## src/cmd_decoder_pkg.sv

```systemverilog
// Shared constants and types of the display command interpreter
`default_nettype none
package cmd_decoder_pkg;
  // ----------------------------------------------------------------
  // Timing
  // ----------------------------------------------------------------
  localparam int unsigned CLK_HZ        = 10_000_000;
  localparam int unsigned CYC_PER_MS    = CLK_HZ / 1000;
  localparam int unsigned BOOT_HOLD_MS  = 3000;
  localparam int unsigned HOST_RST_MS   = 1500;
  localparam int unsigned BOOT_HOLD_CYC = BOOT_HOLD_MS * CYC_PER_MS;
  localparam int unsigned HOST_RST_CYC  = HOST_RST_MS * CYC_PER_MS;
  // ----------------------------------------------------------------
  // Packet fields
  // ----------------------------------------------------------------
  localparam logic [1:0] CLASS_CMD  = 2'h0;
  localparam logic [1:0] CLASS_RSP  = 2'h1;
  localparam logic [1:0] CLASS_ERR  = 2'h3;
  localparam logic [7:0] LEN_ZERO   = 8'h00;
  localparam logic [7:0] LEN_FIELD  = 8'h10;
  localparam logic [7:0] LEN_MAGIC  = 8'h03;
  localparam logic [7:0] LEN_MAX    = 8'h12;
  localparam int         FIELD_N    = 16;
  localparam logic [5:0] CODE_PING  = 6'h00;
  localparam logic [5:0] CODE_VER   = 6'h01;
  localparam logic [5:0] CODE_NVWR  = 6'h02;
  localparam logic [5:0] CODE_NVRD  = 6'h03;
  localparam logic [5:0] CODE_BOOT  = 6'h04;
  localparam logic [5:0] CODE_RST   = 6'h05;
  localparam logic [5:0] CODE_CLR   = 6'h06;
  localparam logic [5:0] CODE_LINE1 = 6'h07;
  localparam logic [5:0] CODE_LINE2 = 6'h08;
  // Magic triples of the restart command
  localparam logic [23:0] MAGIC_REBOOT = {8'h08, 8'h12, 8'h63};
  localparam logic [23:0] MAGIC_HRST   = {8'h0c, 8'h1c, 8'h61};
  localparam logic [23:0] MAGIC_POFF   = {8'h03, 8'h0b, 8'h5f};
  // ----------------------------------------------------------------
  // Display and identity
  // ----------------------------------------------------------------
  localparam logic [7:0] BLANK_CHAR = 8'h20;
  localparam int         DISP_N     = 32;
  localparam int         LINE2_BASE = 16;
  // Version string; the value is arbitrary
  localparam logic [127:0] VERSION_STR = "DISPLAY:h0.0,a00";
  // ----------------------------------------------------------------
  // Types
  // ----------------------------------------------------------------
  typedef enum logic [2:0] {
    ST_IDLE = 3'b000, ST_RX = 3'b001, ST_EXEC = 3'b011, ST_HDR = 3'b010,
    ST_TX = 3'b110, ST_POST = 3'b111, ST_HOLD = 3'b101
  } state_e;
  typedef enum logic [1:0] {ACT_NONE, ACT_REBOOT, ACT_HRST, ACT_POFF} action_e;
  typedef enum logic [1:0] {SRC_BUF, SRC_VER, SRC_NV} src_e;
endpackage
`default_nettype wire

```

## src/cmd_check.sv

```systemverilog
// Length and content check of one command packet
`default_nettype none
module cmd_check (
  // Packet header
  input  wire logic [1:0]  cls,
  input  wire logic [5:0]  code,
  input  wire logic [7:0]  len,
  // First three payload bytes
  input  wire logic [23:0] magic,
  // Verdict
  output logic             ok,
  output cmd_decoder_pkg::action_e act
);
  logic len_ok;
  logic body_ok;

  // Length per code, magic triples for restart
  always_comb begin
    len_ok  = 1'b0;
    body_ok = 1'b1;
    act     = cmd_decoder_pkg::ACT_NONE;
    unique case (code)
      cmd_decoder_pkg::CODE_PING:  len_ok = (len <= cmd_decoder_pkg::LEN_FIELD);
      cmd_decoder_pkg::CODE_VER,
      cmd_decoder_pkg::CODE_NVRD,
      cmd_decoder_pkg::CODE_BOOT,
      cmd_decoder_pkg::CODE_CLR:   len_ok = (len == cmd_decoder_pkg::LEN_ZERO);
      cmd_decoder_pkg::CODE_NVWR,
      cmd_decoder_pkg::CODE_LINE1,
      cmd_decoder_pkg::CODE_LINE2: len_ok = (len == cmd_decoder_pkg::LEN_FIELD);
      cmd_decoder_pkg::CODE_RST: begin
        len_ok = (len == cmd_decoder_pkg::LEN_MAGIC);
        if (magic == cmd_decoder_pkg::MAGIC_REBOOT) begin
          act = cmd_decoder_pkg::ACT_REBOOT;
        end else if (magic == cmd_decoder_pkg::MAGIC_HRST) begin
          act = cmd_decoder_pkg::ACT_HRST;
        end else if (magic == cmd_decoder_pkg::MAGIC_POFF) begin
          act = cmd_decoder_pkg::ACT_POFF;
        end else begin
          body_ok = 1'b0;
        end
      end
      default: len_ok = 1'b0;
    endcase
  end

  // Only well formed command-class packets pass
  assign ok = len_ok && body_ok && (cls == cmd_decoder_pkg::CLASS_CMD) &&
              (len <= cmd_decoder_pkg::LEN_MAX);
endmodule // cmd_check
`default_nettype wire

```

## src/display_module_command_decoder.sv

```systemverilog
// Command interpreter of the serial character-display module
`default_nettype none
module display_module_command_decoder #(
  parameter int unsigned BOOT_HOLD_CYCLES = cmd_decoder_pkg::BOOT_HOLD_CYC,
  parameter int unsigned HOST_RST_CYCLES  = cmd_decoder_pkg::HOST_RST_CYC
) (
  // Clock, reset and enable
  input  wire logic        clk,
  input  wire logic        sys_rst,
  input  wire logic        clk_en,
  // Command header from the framing engine
  input  wire logic        in_hdr_valid,
  output logic             in_hdr_ready,
  input  wire logic [7:0]  in_type,
  input  wire logic [7:0]  in_len,
  // Command payload bytes
  input  wire logic        in_byte_valid,
  output logic             in_byte_ready,
  input  wire logic [7:0]  in_byte,
  // Answer header to the framing engine
  output logic             out_hdr_valid,
  input  wire logic        out_hdr_ready,
  output logic [7:0]       out_type,
  output logic [7:0]       out_len,
  // Answer payload bytes
  output logic             out_byte_valid,
  input  wire logic        out_byte_ready,
  output logic [7:0]       out_byte,
  // Display character read port and cursor
  input  wire logic [4:0]  disp_rd_addr,
  output logic [7:0]       disp_rd_char,
  output logic [3:0]       cursor_col,
  output logic             cursor_row,
  // Host control pins and their configuration
  input  wire logic        gpio2_user,
  input  wire logic        gpio3_user,
  input  wire logic [31:0] pwr_pulse_cycles,
  output logic             host_rst_out,
  output logic             host_pwr_out,
  // Events to the rest of the module
  output logic             boot_store,
  output logic             restart
);
  // ----------------------------------------------------------------
  // Storage and state
  // ----------------------------------------------------------------
  cmd_decoder_pkg::state_e  state;
  cmd_decoder_pkg::action_e act_q;
  cmd_decoder_pkg::action_e chk_act;
  cmd_decoder_pkg::src_e    src;
  logic [7:0] pbuf [cmd_decoder_pkg::FIELD_N];
  logic [7:0] nv_area [cmd_decoder_pkg::FIELD_N];
  logic [7:0] display_char_memory [cmd_decoder_pkg::DISP_N];
  logic [7:0] boot_disp [cmd_decoder_pkg::DISP_N];
  logic [3:0] boot_col;
  logic       boot_row;
  logic [1:0] cls_q;
  logic [5:0] code_q;
  logic [7:0] len_q;
  logic [7:0] cnt;
  logic       chk_ok;
  logic       run_ok;
  logic       pkt_done;
  logic       restart_now;
  logic       tmr_load;
  logic [31:0] tmr_val;
  logic       tmr_expired;

  // Answer byte by source and index
  function automatic logic [7:0] rsp_byte(input cmd_decoder_pkg::src_e s,
                                          input logic [3:0] i);
    if (s == cmd_decoder_pkg::SRC_VER) begin
      rsp_byte = cmd_decoder_pkg::VERSION_STR[8 * (15 - int'(i)) +: 8];
    end else if (s == cmd_decoder_pkg::SRC_NV) begin
      rsp_byte = nv_area[i];
    end else begin
      rsp_byte = pbuf[i];
    end
  endfunction

  // ----------------------------------------------------------------
  // Submodules
  // ----------------------------------------------------------------
  cmd_check u_check (
    .cls   (cls_q),
    .code  (code_q),
    .len   (len_q),
    .magic ({pbuf[0], pbuf[1], pbuf[2]}),
    .ok    (chk_ok),
    .act   (chk_act)
  );

  hold_timer u_timer (
    .clk      (clk),
    .sys_rst  (sys_rst),
    .clk_en   (clk_en),
    .load     (tmr_load),
    .load_val (tmr_val),
    .expired  (tmr_expired)
  );

  // ----------------------------------------------------------------
  // Handshakes and sequencing terms
  // ----------------------------------------------------------------
  assign in_hdr_ready   = clk_en && (state == cmd_decoder_pkg::ST_IDLE);
  assign in_byte_ready  = clk_en && (state == cmd_decoder_pkg::ST_RX);
  // Valids drop with the enable, so no transfer is seen while state is frozen
  assign out_hdr_valid  = clk_en && (state == cmd_decoder_pkg::ST_HDR);
  assign out_byte_valid = clk_en && (state == cmd_decoder_pkg::ST_TX);
  assign run_ok         = (state == cmd_decoder_pkg::ST_EXEC) && chk_ok;
  assign pkt_done = clk_en &&
    (((state == cmd_decoder_pkg::ST_HDR) && out_hdr_ready && (out_len == '0)) ||
     ((state == cmd_decoder_pkg::ST_TX) && out_byte_ready && (cnt == out_len - 8'h1)));
  assign restart_now = clk_en && (state == cmd_decoder_pkg::ST_POST) && tmr_expired;
  assign tmr_load = restart_now || (pkt_done && (act_q != cmd_decoder_pkg::ACT_NONE));

  // Timer figure: pin time after the answer, hold-off after restart
  always_comb begin
    tmr_val = '0;
    if (restart_now) begin
      tmr_val = 32'(BOOT_HOLD_CYCLES);
    end else if (act_q == cmd_decoder_pkg::ACT_HRST) begin
      tmr_val = 32'(HOST_RST_CYCLES);
    end else if (act_q == cmd_decoder_pkg::ACT_POFF) begin
      tmr_val = pwr_pulse_cycles;
    end
  end

  // ----------------------------------------------------------------
  // Main sequence
  // ----------------------------------------------------------------
  always_ff @(posedge clk) begin
    if (sys_rst) begin
      state <= cmd_decoder_pkg::ST_IDLE;
    end else if (clk_en) begin
      unique case (state)
        cmd_decoder_pkg::ST_IDLE:
          if (in_hdr_valid) begin
            state <= (in_len == '0) ? cmd_decoder_pkg::ST_EXEC : cmd_decoder_pkg::ST_RX;
          end
        cmd_decoder_pkg::ST_RX:
          if (in_byte_valid && (cnt == len_q - 8'h1)) begin
            state <= cmd_decoder_pkg::ST_EXEC;
          end
        cmd_decoder_pkg::ST_EXEC: state <= cmd_decoder_pkg::ST_HDR;
        cmd_decoder_pkg::ST_HDR, cmd_decoder_pkg::ST_TX:
          if (pkt_done) begin
            state <= (act_q == cmd_decoder_pkg::ACT_NONE) ?
                     cmd_decoder_pkg::ST_IDLE : cmd_decoder_pkg::ST_POST;
          end else if (out_hdr_ready && (state == cmd_decoder_pkg::ST_HDR)) begin
            state <= cmd_decoder_pkg::ST_TX;
          end
        cmd_decoder_pkg::ST_POST:
          if (tmr_expired) begin
            state <= cmd_decoder_pkg::ST_HOLD;
          end
        cmd_decoder_pkg::ST_HOLD:
          if (tmr_expired) begin
            state <= cmd_decoder_pkg::ST_IDLE;
          end
        default: state <= cmd_decoder_pkg::ST_IDLE;
      endcase
    end
  end

  // Header capture and byte counter
  always_ff @(posedge clk) begin
    if (sys_rst) begin
      cls_q  <= '0;
      code_q <= '0;
      len_q  <= '0;
      cnt    <= '0;
    end else if (clk_en) begin
      if (in_hdr_ready && in_hdr_valid) begin
        cls_q  <= in_type[7:6];
        code_q <= in_type[5:0];
        len_q  <= in_len;
        cnt    <= '0;
      end else if (in_byte_ready && in_byte_valid) begin
        cnt <= cnt + 8'h1;
      end else if (state == cmd_decoder_pkg::ST_HDR) begin
        cnt <= '0;
      end else if ((state == cmd_decoder_pkg::ST_TX) && out_byte_ready) begin
        cnt <= cnt + 8'h1;
      end
    end
  end

  // Payload buffer; bytes past the sixteenth are dropped
  always_ff @(posedge clk) begin
    if (sys_rst) begin
      pbuf <= '{default: '0};
    end else if (clk_en && in_byte_ready && in_byte_valid && (cnt < 8'(cmd_decoder_pkg::FIELD_N))) begin
      pbuf[cnt[3:0]] <= in_byte;
    end
  end

  // ----------------------------------------------------------------
  // Answer building
  // ----------------------------------------------------------------
  always_ff @(posedge clk) begin
    if (sys_rst) begin
      out_type <= '0;
      out_len  <= '0;
      src      <= cmd_decoder_pkg::SRC_BUF;
      act_q    <= cmd_decoder_pkg::ACT_NONE;
    end else if (clk_en && (state == cmd_decoder_pkg::ST_EXEC)) begin
      out_len <= '0;
      src     <= cmd_decoder_pkg::SRC_BUF;
      act_q   <= cmd_decoder_pkg::ACT_NONE;
      if (!chk_ok) begin
        out_type <= {cmd_decoder_pkg::CLASS_ERR, code_q};
      end else begin
        out_type <= {cmd_decoder_pkg::CLASS_RSP, code_q};
        act_q    <= chk_act;
        if (code_q == cmd_decoder_pkg::CODE_PING) begin
          out_len <= len_q;
        end else if (code_q == cmd_decoder_pkg::CODE_VER) begin
          out_len <= cmd_decoder_pkg::LEN_FIELD;
          src     <= cmd_decoder_pkg::SRC_VER;
        end else if (code_q == cmd_decoder_pkg::CODE_NVRD) begin
          out_len <= cmd_decoder_pkg::LEN_FIELD;
          src     <= cmd_decoder_pkg::SRC_NV;
        end
      end
    end
  end

  // Registered answer byte, next one fetched on each accept
  always_ff @(posedge clk) begin
    if (sys_rst) begin
      out_byte <= '0;
    end else if (clk_en) begin
      if ((state == cmd_decoder_pkg::ST_HDR) && out_hdr_ready) begin
        out_byte <= rsp_byte(src, 4'h0);
      end else if ((state == cmd_decoder_pkg::ST_TX) && out_byte_ready) begin
        out_byte <= rsp_byte(src, cnt[3:0] + 4'h1);
      end
    end
  end

  // ----------------------------------------------------------------
  // Host storage
  // ----------------------------------------------------------------
  always_ff @(posedge clk) begin
    if (sys_rst) begin
      nv_area <= '{default: '0};
    end else if (clk_en && run_ok && (code_q == cmd_decoder_pkg::CODE_NVWR)) begin
      nv_area <= pbuf;
    end
  end

  // ----------------------------------------------------------------
  // Display memory, cursor and boot image
  // ----------------------------------------------------------------
  always_ff @(posedge clk) begin
    if (sys_rst) begin
      display_char_memory <= '{default: cmd_decoder_pkg::BLANK_CHAR};
      cursor_col <= '0;
      cursor_row <= 1'b0;
    end else if (clk_en) begin
      if (restart_now) begin
        display_char_memory <= boot_disp;
        cursor_col <= boot_col;
        cursor_row <= boot_row;
      end else if (run_ok && (code_q == cmd_decoder_pkg::CODE_CLR)) begin
        display_char_memory <= '{default: cmd_decoder_pkg::BLANK_CHAR};
        cursor_col <= '0;
        cursor_row <= 1'b0;
      end else if (run_ok && (code_q == cmd_decoder_pkg::CODE_LINE1)) begin
        for (int i = 0; i < cmd_decoder_pkg::FIELD_N; i++) begin
          display_char_memory[i] <= pbuf[i];
        end
      end else if (run_ok && (code_q == cmd_decoder_pkg::CODE_LINE2)) begin
        for (int i = 0; i < cmd_decoder_pkg::FIELD_N; i++) begin
          display_char_memory[cmd_decoder_pkg::LINE2_BASE + i] <= pbuf[i];
        end
      end
    end
  end

  // Boot image holds display and cursor only; reporting is not kept
  always_ff @(posedge clk) begin
    if (sys_rst) begin
      boot_disp  <= '{default: cmd_decoder_pkg::BLANK_CHAR};
      boot_col   <= '0;
      boot_row   <= 1'b0;
      boot_store <= 1'b0;
    end else if (clk_en) begin
      boot_store <= run_ok && (code_q == cmd_decoder_pkg::CODE_BOOT);
      if (run_ok && (code_q == cmd_decoder_pkg::CODE_BOOT)) begin
        boot_disp <= display_char_memory;
        boot_col  <= cursor_col;
        boot_row  <= cursor_row;
      end
    end
  end

  // Display read port
  always_ff @(posedge clk) begin
    if (sys_rst) begin
      disp_rd_char <= '0;
    end else if (clk_en) begin
      disp_rd_char <= display_char_memory[disp_rd_addr];
    end
  end

  // ----------------------------------------------------------------
  // Host pins and restart event
  // ----------------------------------------------------------------
  always_ff @(posedge clk) begin
    if (sys_rst) begin
      host_rst_out <= 1'b0;
      host_pwr_out <= 1'b0;
      restart      <= 1'b0;
    end else if (clk_en) begin
      host_rst_out <= (state == cmd_decoder_pkg::ST_POST) && !tmr_expired &&
                      (act_q == cmd_decoder_pkg::ACT_HRST) && !gpio3_user;
      host_pwr_out <= (state == cmd_decoder_pkg::ST_POST) && !tmr_expired &&
                      (act_q == cmd_decoder_pkg::ACT_POFF) && !gpio2_user;
      restart      <= restart_now;
    end
  end
endmodule // display_module_command_decoder
`default_nettype wire

```

## src/hold_timer.sv

```systemverilog
// Down counter used for pin pulses and the boot hold-off
`default_nettype none
module hold_timer (
  // Clock and reset
  input  wire logic        clk,
  input  wire logic        sys_rst,
  input  wire logic        clk_en,
  // Load and status
  input  wire logic        load,
  input  wire logic [31:0] load_val,
  output logic             expired
);
  logic [31:0] count;

  // ----------------------------------------------------------------
  // Counter
  // ----------------------------------------------------------------
  // Load wins over counting
  always_ff @(posedge clk) begin
    if (sys_rst) begin
      count <= '0;
    end else if (clk_en) begin
      if (load) begin
        count <= load_val;
      end else if (count != '0) begin
        count <= count - 32'h1;
      end
    end
  end

  assign expired = (count == '0);
endmodule // hold_timer
`default_nettype wire

```

## config.mk

```make
export PLATFORM = sky130hd
export DESIGN_NAME = display_module_command_decoder
export DESIGN_NICKNAME = d
export VERILOG_FILES = /design/src/cmd_decoder_pkg.sv /design/src/cmd_check.sv /design/src/display_module_command_decoder.sv /design/src/hold_timer.sv
export SDC_FILE = /design/constraint.sdc
export NUM_CORES = 2
export LEC_CHECK = 0
export ABC_AREA = 1
export BUFFER_PORTS_ARGS = -buffer_cell sky130_fd_sc_hd__buf_2
export CAP_MARGIN = 10
export CORE_MARGIN = 1
export CORE_UTILIZATION = 45
export CTS_CLUSTER_DIAMETER = 120
export DETAILED_ROUTE_END_ITERATION = 16
export GPL_ROUTABILITY_DRIVEN = 0
export PLACE_DENSITY = 0.72
export SLEW_MARGIN = 30
export SYNTH_ARGS = -nofsm -noshare
export SYNTH_HDL_FRONTEND = slang
export SYNTH_SLANG_ARGS = --single-unit
```

## constraint.sdc

```tcl
create_clock -name clk -period 3.7 [get_ports clk]
set_clock_uncertainty 0.15 [all_clocks]
set_input_delay 0.74 -clock clk [delete_from_list [all_inputs] [get_ports clk]]
set_output_delay 0.74 -clock clk [all_outputs]
set_load 0.005 [all_outputs]
```

## After elaboration in Yosys (flattened, before gate mapping)

Index checks and enable logic that the tools add are counted.

| word-level totals | value |
|---|---|
| bits in registers | 877 |
| latch bits | 0 |
| memory bits (writable) | 0 |
| memory bits (read-only) | 0 |
| output and inout port bits | 45 |
| memories kept | 0 |

| cells by class | value |
|---|---|
| add/sub/neg operators | 6 |
| multiply operators | 0 |
| divide/modulo/power cells | 0 |
| magnitude comparators | 7 |
| equal/unequal tests | 31 |
| shifts and indexed selects | 1 |
| muxes and demuxes | 64 |
| bitwise logic cells | 3 |
| reductions and logical operators | 68 |

Operator list:

| kind | number |
|---|---|
| $mux W256 | 2 |
| $mux W128 | 3 |
| $mux W32 | 5 |
| $mux W8 | 20 |
| $bwmux W128 | 1 |
| $shiftx A128 B8 Y8 const A | 1 |
| $bmux W8 S4 | 2 |
| $eq A24 B20 Y1 const B | 2 |
| $bmux W8 S5 | 1 |
| $logic_and A1 B1 Y1 | 35 |
| $demux W8 S4 | 1 |
| $logic_not A32 Y1 | 1 |
| $reduce_bool A32 Y1 | 1 |
| $sub A32 B1 Y32 const B | 1 |
| $eq A24 B18 Y1 const B | 1 |
| $eq A6 B3 Y1 const B | 4 |
| $logic_not A8 Y1 | 3 |
| $mux W3 | 7 |
| $mux W2 | 10 |
| $pmux W3 S6 | 1 |
| $eq A8 B8 Y1 | 2 |
| $le A8 B5 Y1 const B | 2 |
| $sub A8 B1 Y8 const B | 2 |
| $reduce_and A2 Y1 | 7 |
| 39 further kinds | 65 |

## Depth between registers and ports, before layout

| depth | value |
|---|---|
| depth after elaboration | 14 |
| depth in mapped cells | 20 |

## By module

A second synthesis with hierarchy kept.

| second synthesis, totals | value |
|---|---|
| cells, all modules | 5568 |
| area, all modules | 39466.6 µm² |

By module, submodules not included:

| module | times used | cells an instance | area an instance (µm²) | seq. area each (µm²) |
|---|---|---|---|---|
| display_module_command_decoder | 1 | 5019 | 36503.8 | 16916.2 |
| hold_timer | 1 | 460 | 2577.5 | 640.6 |
| cmd_check | 1 | 89 | 385.4 | 0.0 |

## Worst setup path after synthesis

No wires, ideal clock.

| path | value |
|---|---|
| path type | register to register |
| from | register cnt[0] |
| to | register out_byte[7] |
| arrival time | 2.933 ns |
| path slack | 0.543 ns |
| stages on the path, launching flop included | 16 |
| period minus slack after synthesis | 3.157 ns |
| path through | dfxtp_1 inv_1 clkbuf_1 clkbuf_1 clkbuf_1 ha_1 clkbuf_1 clkinv_1 clkbuf_1 clkbuf_1 o21ai_0 o221ai_1 nand3_1 nand3_1 nand4_1 a31oi_1 |

| between the ends | value |
|---|---|
| cells in the longest elaborated chain, start to end | 9 |

Ends and longest elaborated chain:

| element | line | source |
|---|---|---|
| start, declared | display_module_command_decoder.sv:60 | `logic [7:0] cnt;` |
| start signal, assigned | display_module_command_decoder.sv:180 | `cnt <= cnt + 8'h1;` |
| start signal, assigned | display_module_command_decoder.sv:184 | `cnt <= cnt + 8'h1;` |
| $add A4 B1 Y4 (*) | display_module_command_decoder.sv:237 | `out_byte <= rsp_byte(src, cnt[3:0] + 4'h1);` |
| parallel branches: the longest is 5 deep, another holds $sub A4 B4 Y5 | - |  |
| $mux W8 (*) | display_module_command_decoder.sv:72 | `if (s == cmd_decoder_pkg::SRC_VER) begin` |
| $mux W8 (*) | display_module_command_decoder.sv:236 | `end else if ((state == cmd_decoder_pkg::ST_TX) && out_byte_ready) begin` |
| $mux W8 (*) | display_module_command_decoder.sv:234 | `if ((state == cmd_decoder_pkg::ST_HDR) && out_hdr_ready) begin` |
| end signal, assigned | display_module_command_decoder.sv:235 | `out_byte <= rsp_byte(src, 4'h0);` |
| end signal, assigned | display_module_command_decoder.sv:237 |  |
| end, declared | display_module_command_decoder.sv:28 | `output logic [7:0] out_byte,` |

Mark *: on every way between the ends. The select of a mux whose other input is x is not followed.
A chain may end at the register's enable or synchronous reset.

## Final worst setup path

| path | value |
|---|---|
| from | register pbuf[110] (netlist bit) |
| to | register display_char_memory[135] (netlist bit) |

| between the ends | value |
|---|---|
| cells in the longest elaborated chain, start to end | 12 |

Ends and longest elaborated chain:

| element | line | source |
|---|---|---|
| start, declared | display_module_command_decoder.sv:51 | `logic [7:0] pbuf [cmd_decoder_pkg::FIELD_N];` |
| start signal, assigned by index | display_module_command_decoder.sv:194 | `pbuf[cnt[3:0]] <= in_byte;` |
| $eq A24 B18 Y1 | cmd_check.sv:37 | `end else if (magic == cmd_decoder_pkg::MAGIC_POFF) begin` |
| $mux W1 | cmd_check.sv:37 |  |
| $mux W1 | cmd_check.sv:35 | `end else if (magic == cmd_decoder_pkg::MAGIC_HRST) begin` |
| $mux W1 (*) | cmd_check.sv:33 | `if (magic == cmd_decoder_pkg::MAGIC_REBOOT) begin` |
| $mux W1 (*) | cmd_check.sv:22 | `unique case (code)` |
| $logic_and A1 B1 Y1 (*) (3 in a row) | cmd_check.sv:48 | `assign ok = len_ok && body_ok && (cls == cmd_decoder_pkg::CLASS_CMD) &&` |
| $logic_and A1 B1 Y1 (*) | display_module_command_decoder.sv:110 | `assign run_ok = (state == cmd_decoder_pkg::ST_EXEC) && chk_ok;` |
| $logic_and A1 B1 Y1, on equally long branches | display_module_command_decoder.sv:266, display_module_command_decoder.sv:270 |  |
| $reduce_bool A3 Y1 (no line) or $mux W256 (tied branches) | - |  |
| $reduce_and A2 Y1 (no line) or $mux W256 (tied branches) | - |  |
| end signal, assigned | display_module_command_decoder.sv:263 | `display_char_memory <= boot_disp;` |
| end signal, assigned by index | display_module_command_decoder.sv:272 | `display_char_memory[i] <= pbuf[i];` |
| end signal, assigned by index | display_module_command_decoder.sv:276 | `display_char_memory[cmd_decoder_pkg::LINE2_BASE + i] <= pbuf[i];` |
| end, declared | display_module_command_decoder.sv:53 | `logic [7:0] display_char_memory [cmd_decoder_pkg::DISP_N];` |

Mark *: on every way between the ends. The rest lies on a longest branch, timed or not.

==> impl_metrics.py <==
metrics = {
    "detailed_routing": {
        "dr.pass1.iters": 7,
        "wl_microns": 135000,
        "ant_nets": 0,
        "viasPerCell": 5.53,
        "met2_length_microns": 61600,
        "drt_iter0_markers": 4847,
        "post_drt_wl_per_cell_microns": 17.8,
        "wl_met3_microns": 10900,
        "vias": 41891,
        "highest_layer": "met5",
        "wl_met1_microns": 57100,
        "drcViolationCount": 0,
    },
    "floorplanning": {
        "die_h_microns": 306,
        "coreArea_sq_um": 91700,
        "die_w_microns": 306,
        "ioPinCount": 115,
        "initial_utilization_pct": 45.5,
        "die_area_sq_um": 93900,
        "rows": 111,
    },
    "critical_path": {
        "critPathArrivalTime_ns": 3.82,
        "critPathLaunchType": "flip-flop",
        "endpoint_kind": "flip-flop",
        "cp.required_ns": 4.11,
        "criticalPathCategory": "flip-flop to flip-flop",
        "cp_max_fo": 35,
    },
    "clocking": {
        "holdBufCountCts": 0,
        "cts_tree": "built",
        "clk_pin_slew_ns": 0.06,
        "clk_latency_ns": 0.69,
        "cts_buffer_depth": 3,
        "cts_resized": 0,
        "ctsRootBufferMaster": "clkbuf_16",
        "numCtsBuffers": 95,
        "postCtsSetupBuffers": 0,
        "cts.htree.levels": 3,
        "cts_sinks": 877,
    },
    "synthesis": {
        "synthFlopType": "dfxtp_1",
        "yosysWarnings": 0,
        "yosysSeqAreaShare_pct": 42.1,
        "syn_inst": 6397,
        "ys_types": 44,
        "syn_area_per_cell_sq_um": 6.52,
        "synth_area_leaders": "dfxtp_1 42%, nand2_1 13%, nor2_1 10%",
        "yosysTopAreaCell": "dfxtp_1",
        "synth_nets": 6480,
        "ys_seq_elements": 877,
        "synthArstFlopShare_pct": 0,
        "syn_area_sq_um": 41700,
        "synth_edf_count": 0,
        "synth_top_area_share_pct": 42.1,
    },
    "timing": {
        "slew_headroom_pct": 34.5,
        "final_max_slew_viol_count": 0,
        "hold_viol": 0,
        "worst_pin_slew_ns": 0.983,
        "setup_viol": 0,
        "finalSetupTns_ns": 0,
        "fin_crit_sh_pct": 92.0,
        "max_freq_mhz": 294,
        "rsz0062_at_grt": "no",
        "period_minus_slack_ns": 3.41,
    },
    "global_route": {
        "grt_use_total_pct": 28.0,
        "overflow": 0,
        "grt_pass1_vias": 38167,
        "grt_pass1_wl_microns": 213000,
        "grt_max_degree": 131,
        "antenna_found_initial": 7,
    },
    "power_and_ir_drop": {
        "p_leak_nw": 20.7,
        "power-per-cell-area_nw_per_um2": 459,
        "ir_worst_vdd_v": 0.000370,
    },
    "run_status": {
        "status": "finished clean",
    },
    "placed_design": {
        "io_buffer_count": 114,
        "dp_hpwl_microns": 86800,
        "placed_area_sq_um": 43600,
    },
    "worst_hold_path": {
        "hold_class": "primary input to flip-flop",
    },
    "finish": {
        "syn2layout_area_growth_pct": 12.6,
        "stdcell_area_sq_um": 46900,
        "n_fill_cell": 8960,
        "nets": 6391,
        "drive_gt1_share_pct": 7.21,
    },
    "flow_run": {
        "drv_cap": 0,
    },
}
## flip-flops by register name, indices dropped and copies added, names as in the netlist
| signal | cells |
|---|---|
| act_q | 2 |
| boot_col | 4 |
| boot_disp | 256 |
| boot_row | 1 |
| boot_store | 1 |
| cls_q | 2 |
| cnt | 8 |
| code_q | 6 |
| cursor_col | 4 |
| cursor_row | 1 |
| disp_rd_char | 8 |
| display_char_memory | 256 |
| host_pwr_out | 1 |
| host_rst_out | 1 |
| len_q | 8 |
| nv_area | 128 |
| out_byte | 8 |
| out_len | 8 |
| out_type | 8 |
| pbuf | 128 |
| restart | 1 |
| src | 2 |
| state | 3 |
| u_timer.count | 32 |
## worst max-delay path, cell delays in order, from the launching register on
cell     delay [ns]
dfxtp_1        0.36
inv_2          0.06
nor2_1         0.16
nand3_1        0.12
nor3_1         0.21
nand2_1        0.10
nand2_1        0.15
nor2_1         0.10
nor2_1         0.24
nand3_2        0.22
inv_2          0.23
nand2_2        0.13
nand2_8        0.24
inv_2          0.39
nor2_1         0.26
nor2_1         0.07
## synthesized netlist by cell type, drive strengths merged (3+ instances only)
library cell,instances
nand3,344
a21oi,529
a211oi,7
nand2,1461
a221oi,3
o21ai,799
clkinv,6
xor2,33
nor4,6
a22oi,8
o22ai,21
o221ai,39
xnor2,5
ha,13
o211ai,15
inv,520
o311ai,22
nor3b,4
buf,140
nor3,27
dfxtp,877
nor2,1128
clkbuf,316
nand4,49
a32oi,3
a31oi,11
## per-layer routing
layer,global-route usage (%),up-vias
met5,0,-
met4,11.5,2
met3,4.39,311
met2,45.6,1718
met1,36.8,19451
li1,-,20409
## final timing paths
kind                             startpoint                        to  slack [ns]  cells after the start
worst min-delay path             gpio3_user              host_rst_out        0.17                      4
worst min register to register  out_type[6]               out_type[6]        0.31                      1
worst max register to register    pbuf[110]  display_char_memory[135]        0.29                     15
worst max-delay path              pbuf[110]  display_char_memory[135]        0.29                     15
## cells by family after synthesis
kind of cell	Yosys count	share of synthesized area, %
buf+inv	982	9.36
fa+ha+maj	13	0.390
simple gates	3024	28.8
flops	877	42.1
compound gates	1463	18.5
xor+xnor	38	0.798
## report_power, final
part / total (mW) / internal [mW] / switching (mW)
Sequential: 9.60 / 9.52 / 0.0846
Clock: 9.97 / 5.83 / 4.14
Combinational: 1.96 / 0.612 / 1.34
Total: 21.5 / 16.0 / 5.57
## metrics by stage
step / setup WS, ns / total power [mW] / util (%) / hold WS, ns / std cells
floorplan: 0.543 / 11.1 / - / 0.279 / 6397
global placement: 0.494 / 11.7 / 47.6 / 0.288 / 7397
detailed placement: 0.389 / 11.7 / 47.6 / 0.296 / 7397
CTS: 0.393 / 21.6 / 51.2 / 0.152 / 7566
global route: 0.117 / 22.2 / 51.2 / 0.177 / 7567
finish: 0.294 / 21.5 / 51.2 / 0.173 / 7571
## placed cells by master (no fill, tap or decap), types with 27 or more instances in the layout
cell / n
nand2_1: 1456
nor2_1: 1121
dfxtp_1: 876
o21ai_0: 799
a21oi_1: 529
inv_1: 505
nand3_1: 341
buf_2: 113
buf_4: 113
clkbuf_16: 97
nand4_1: 49
buf_12: 44
o221ai_1: 39
xor2_1: 33
nor3_1: 27
## layout make-up
type                            instances  area (sq um)  area share (%)
Timing Repair Buffer                  270          2290            4.89
Clock inverter                         40           548            1.17
Tap cell                             1186          1480            3.16
Inverter                              526          2000            4.26
Sequential cell                       877         17600            37.4
Clock buffer                          129          2730            5.81
Antenna cell                            5          12.5          0.0267
Multi-Input combinational cell       4538         20300            43.3
Power figures use the tool's default switching activity.
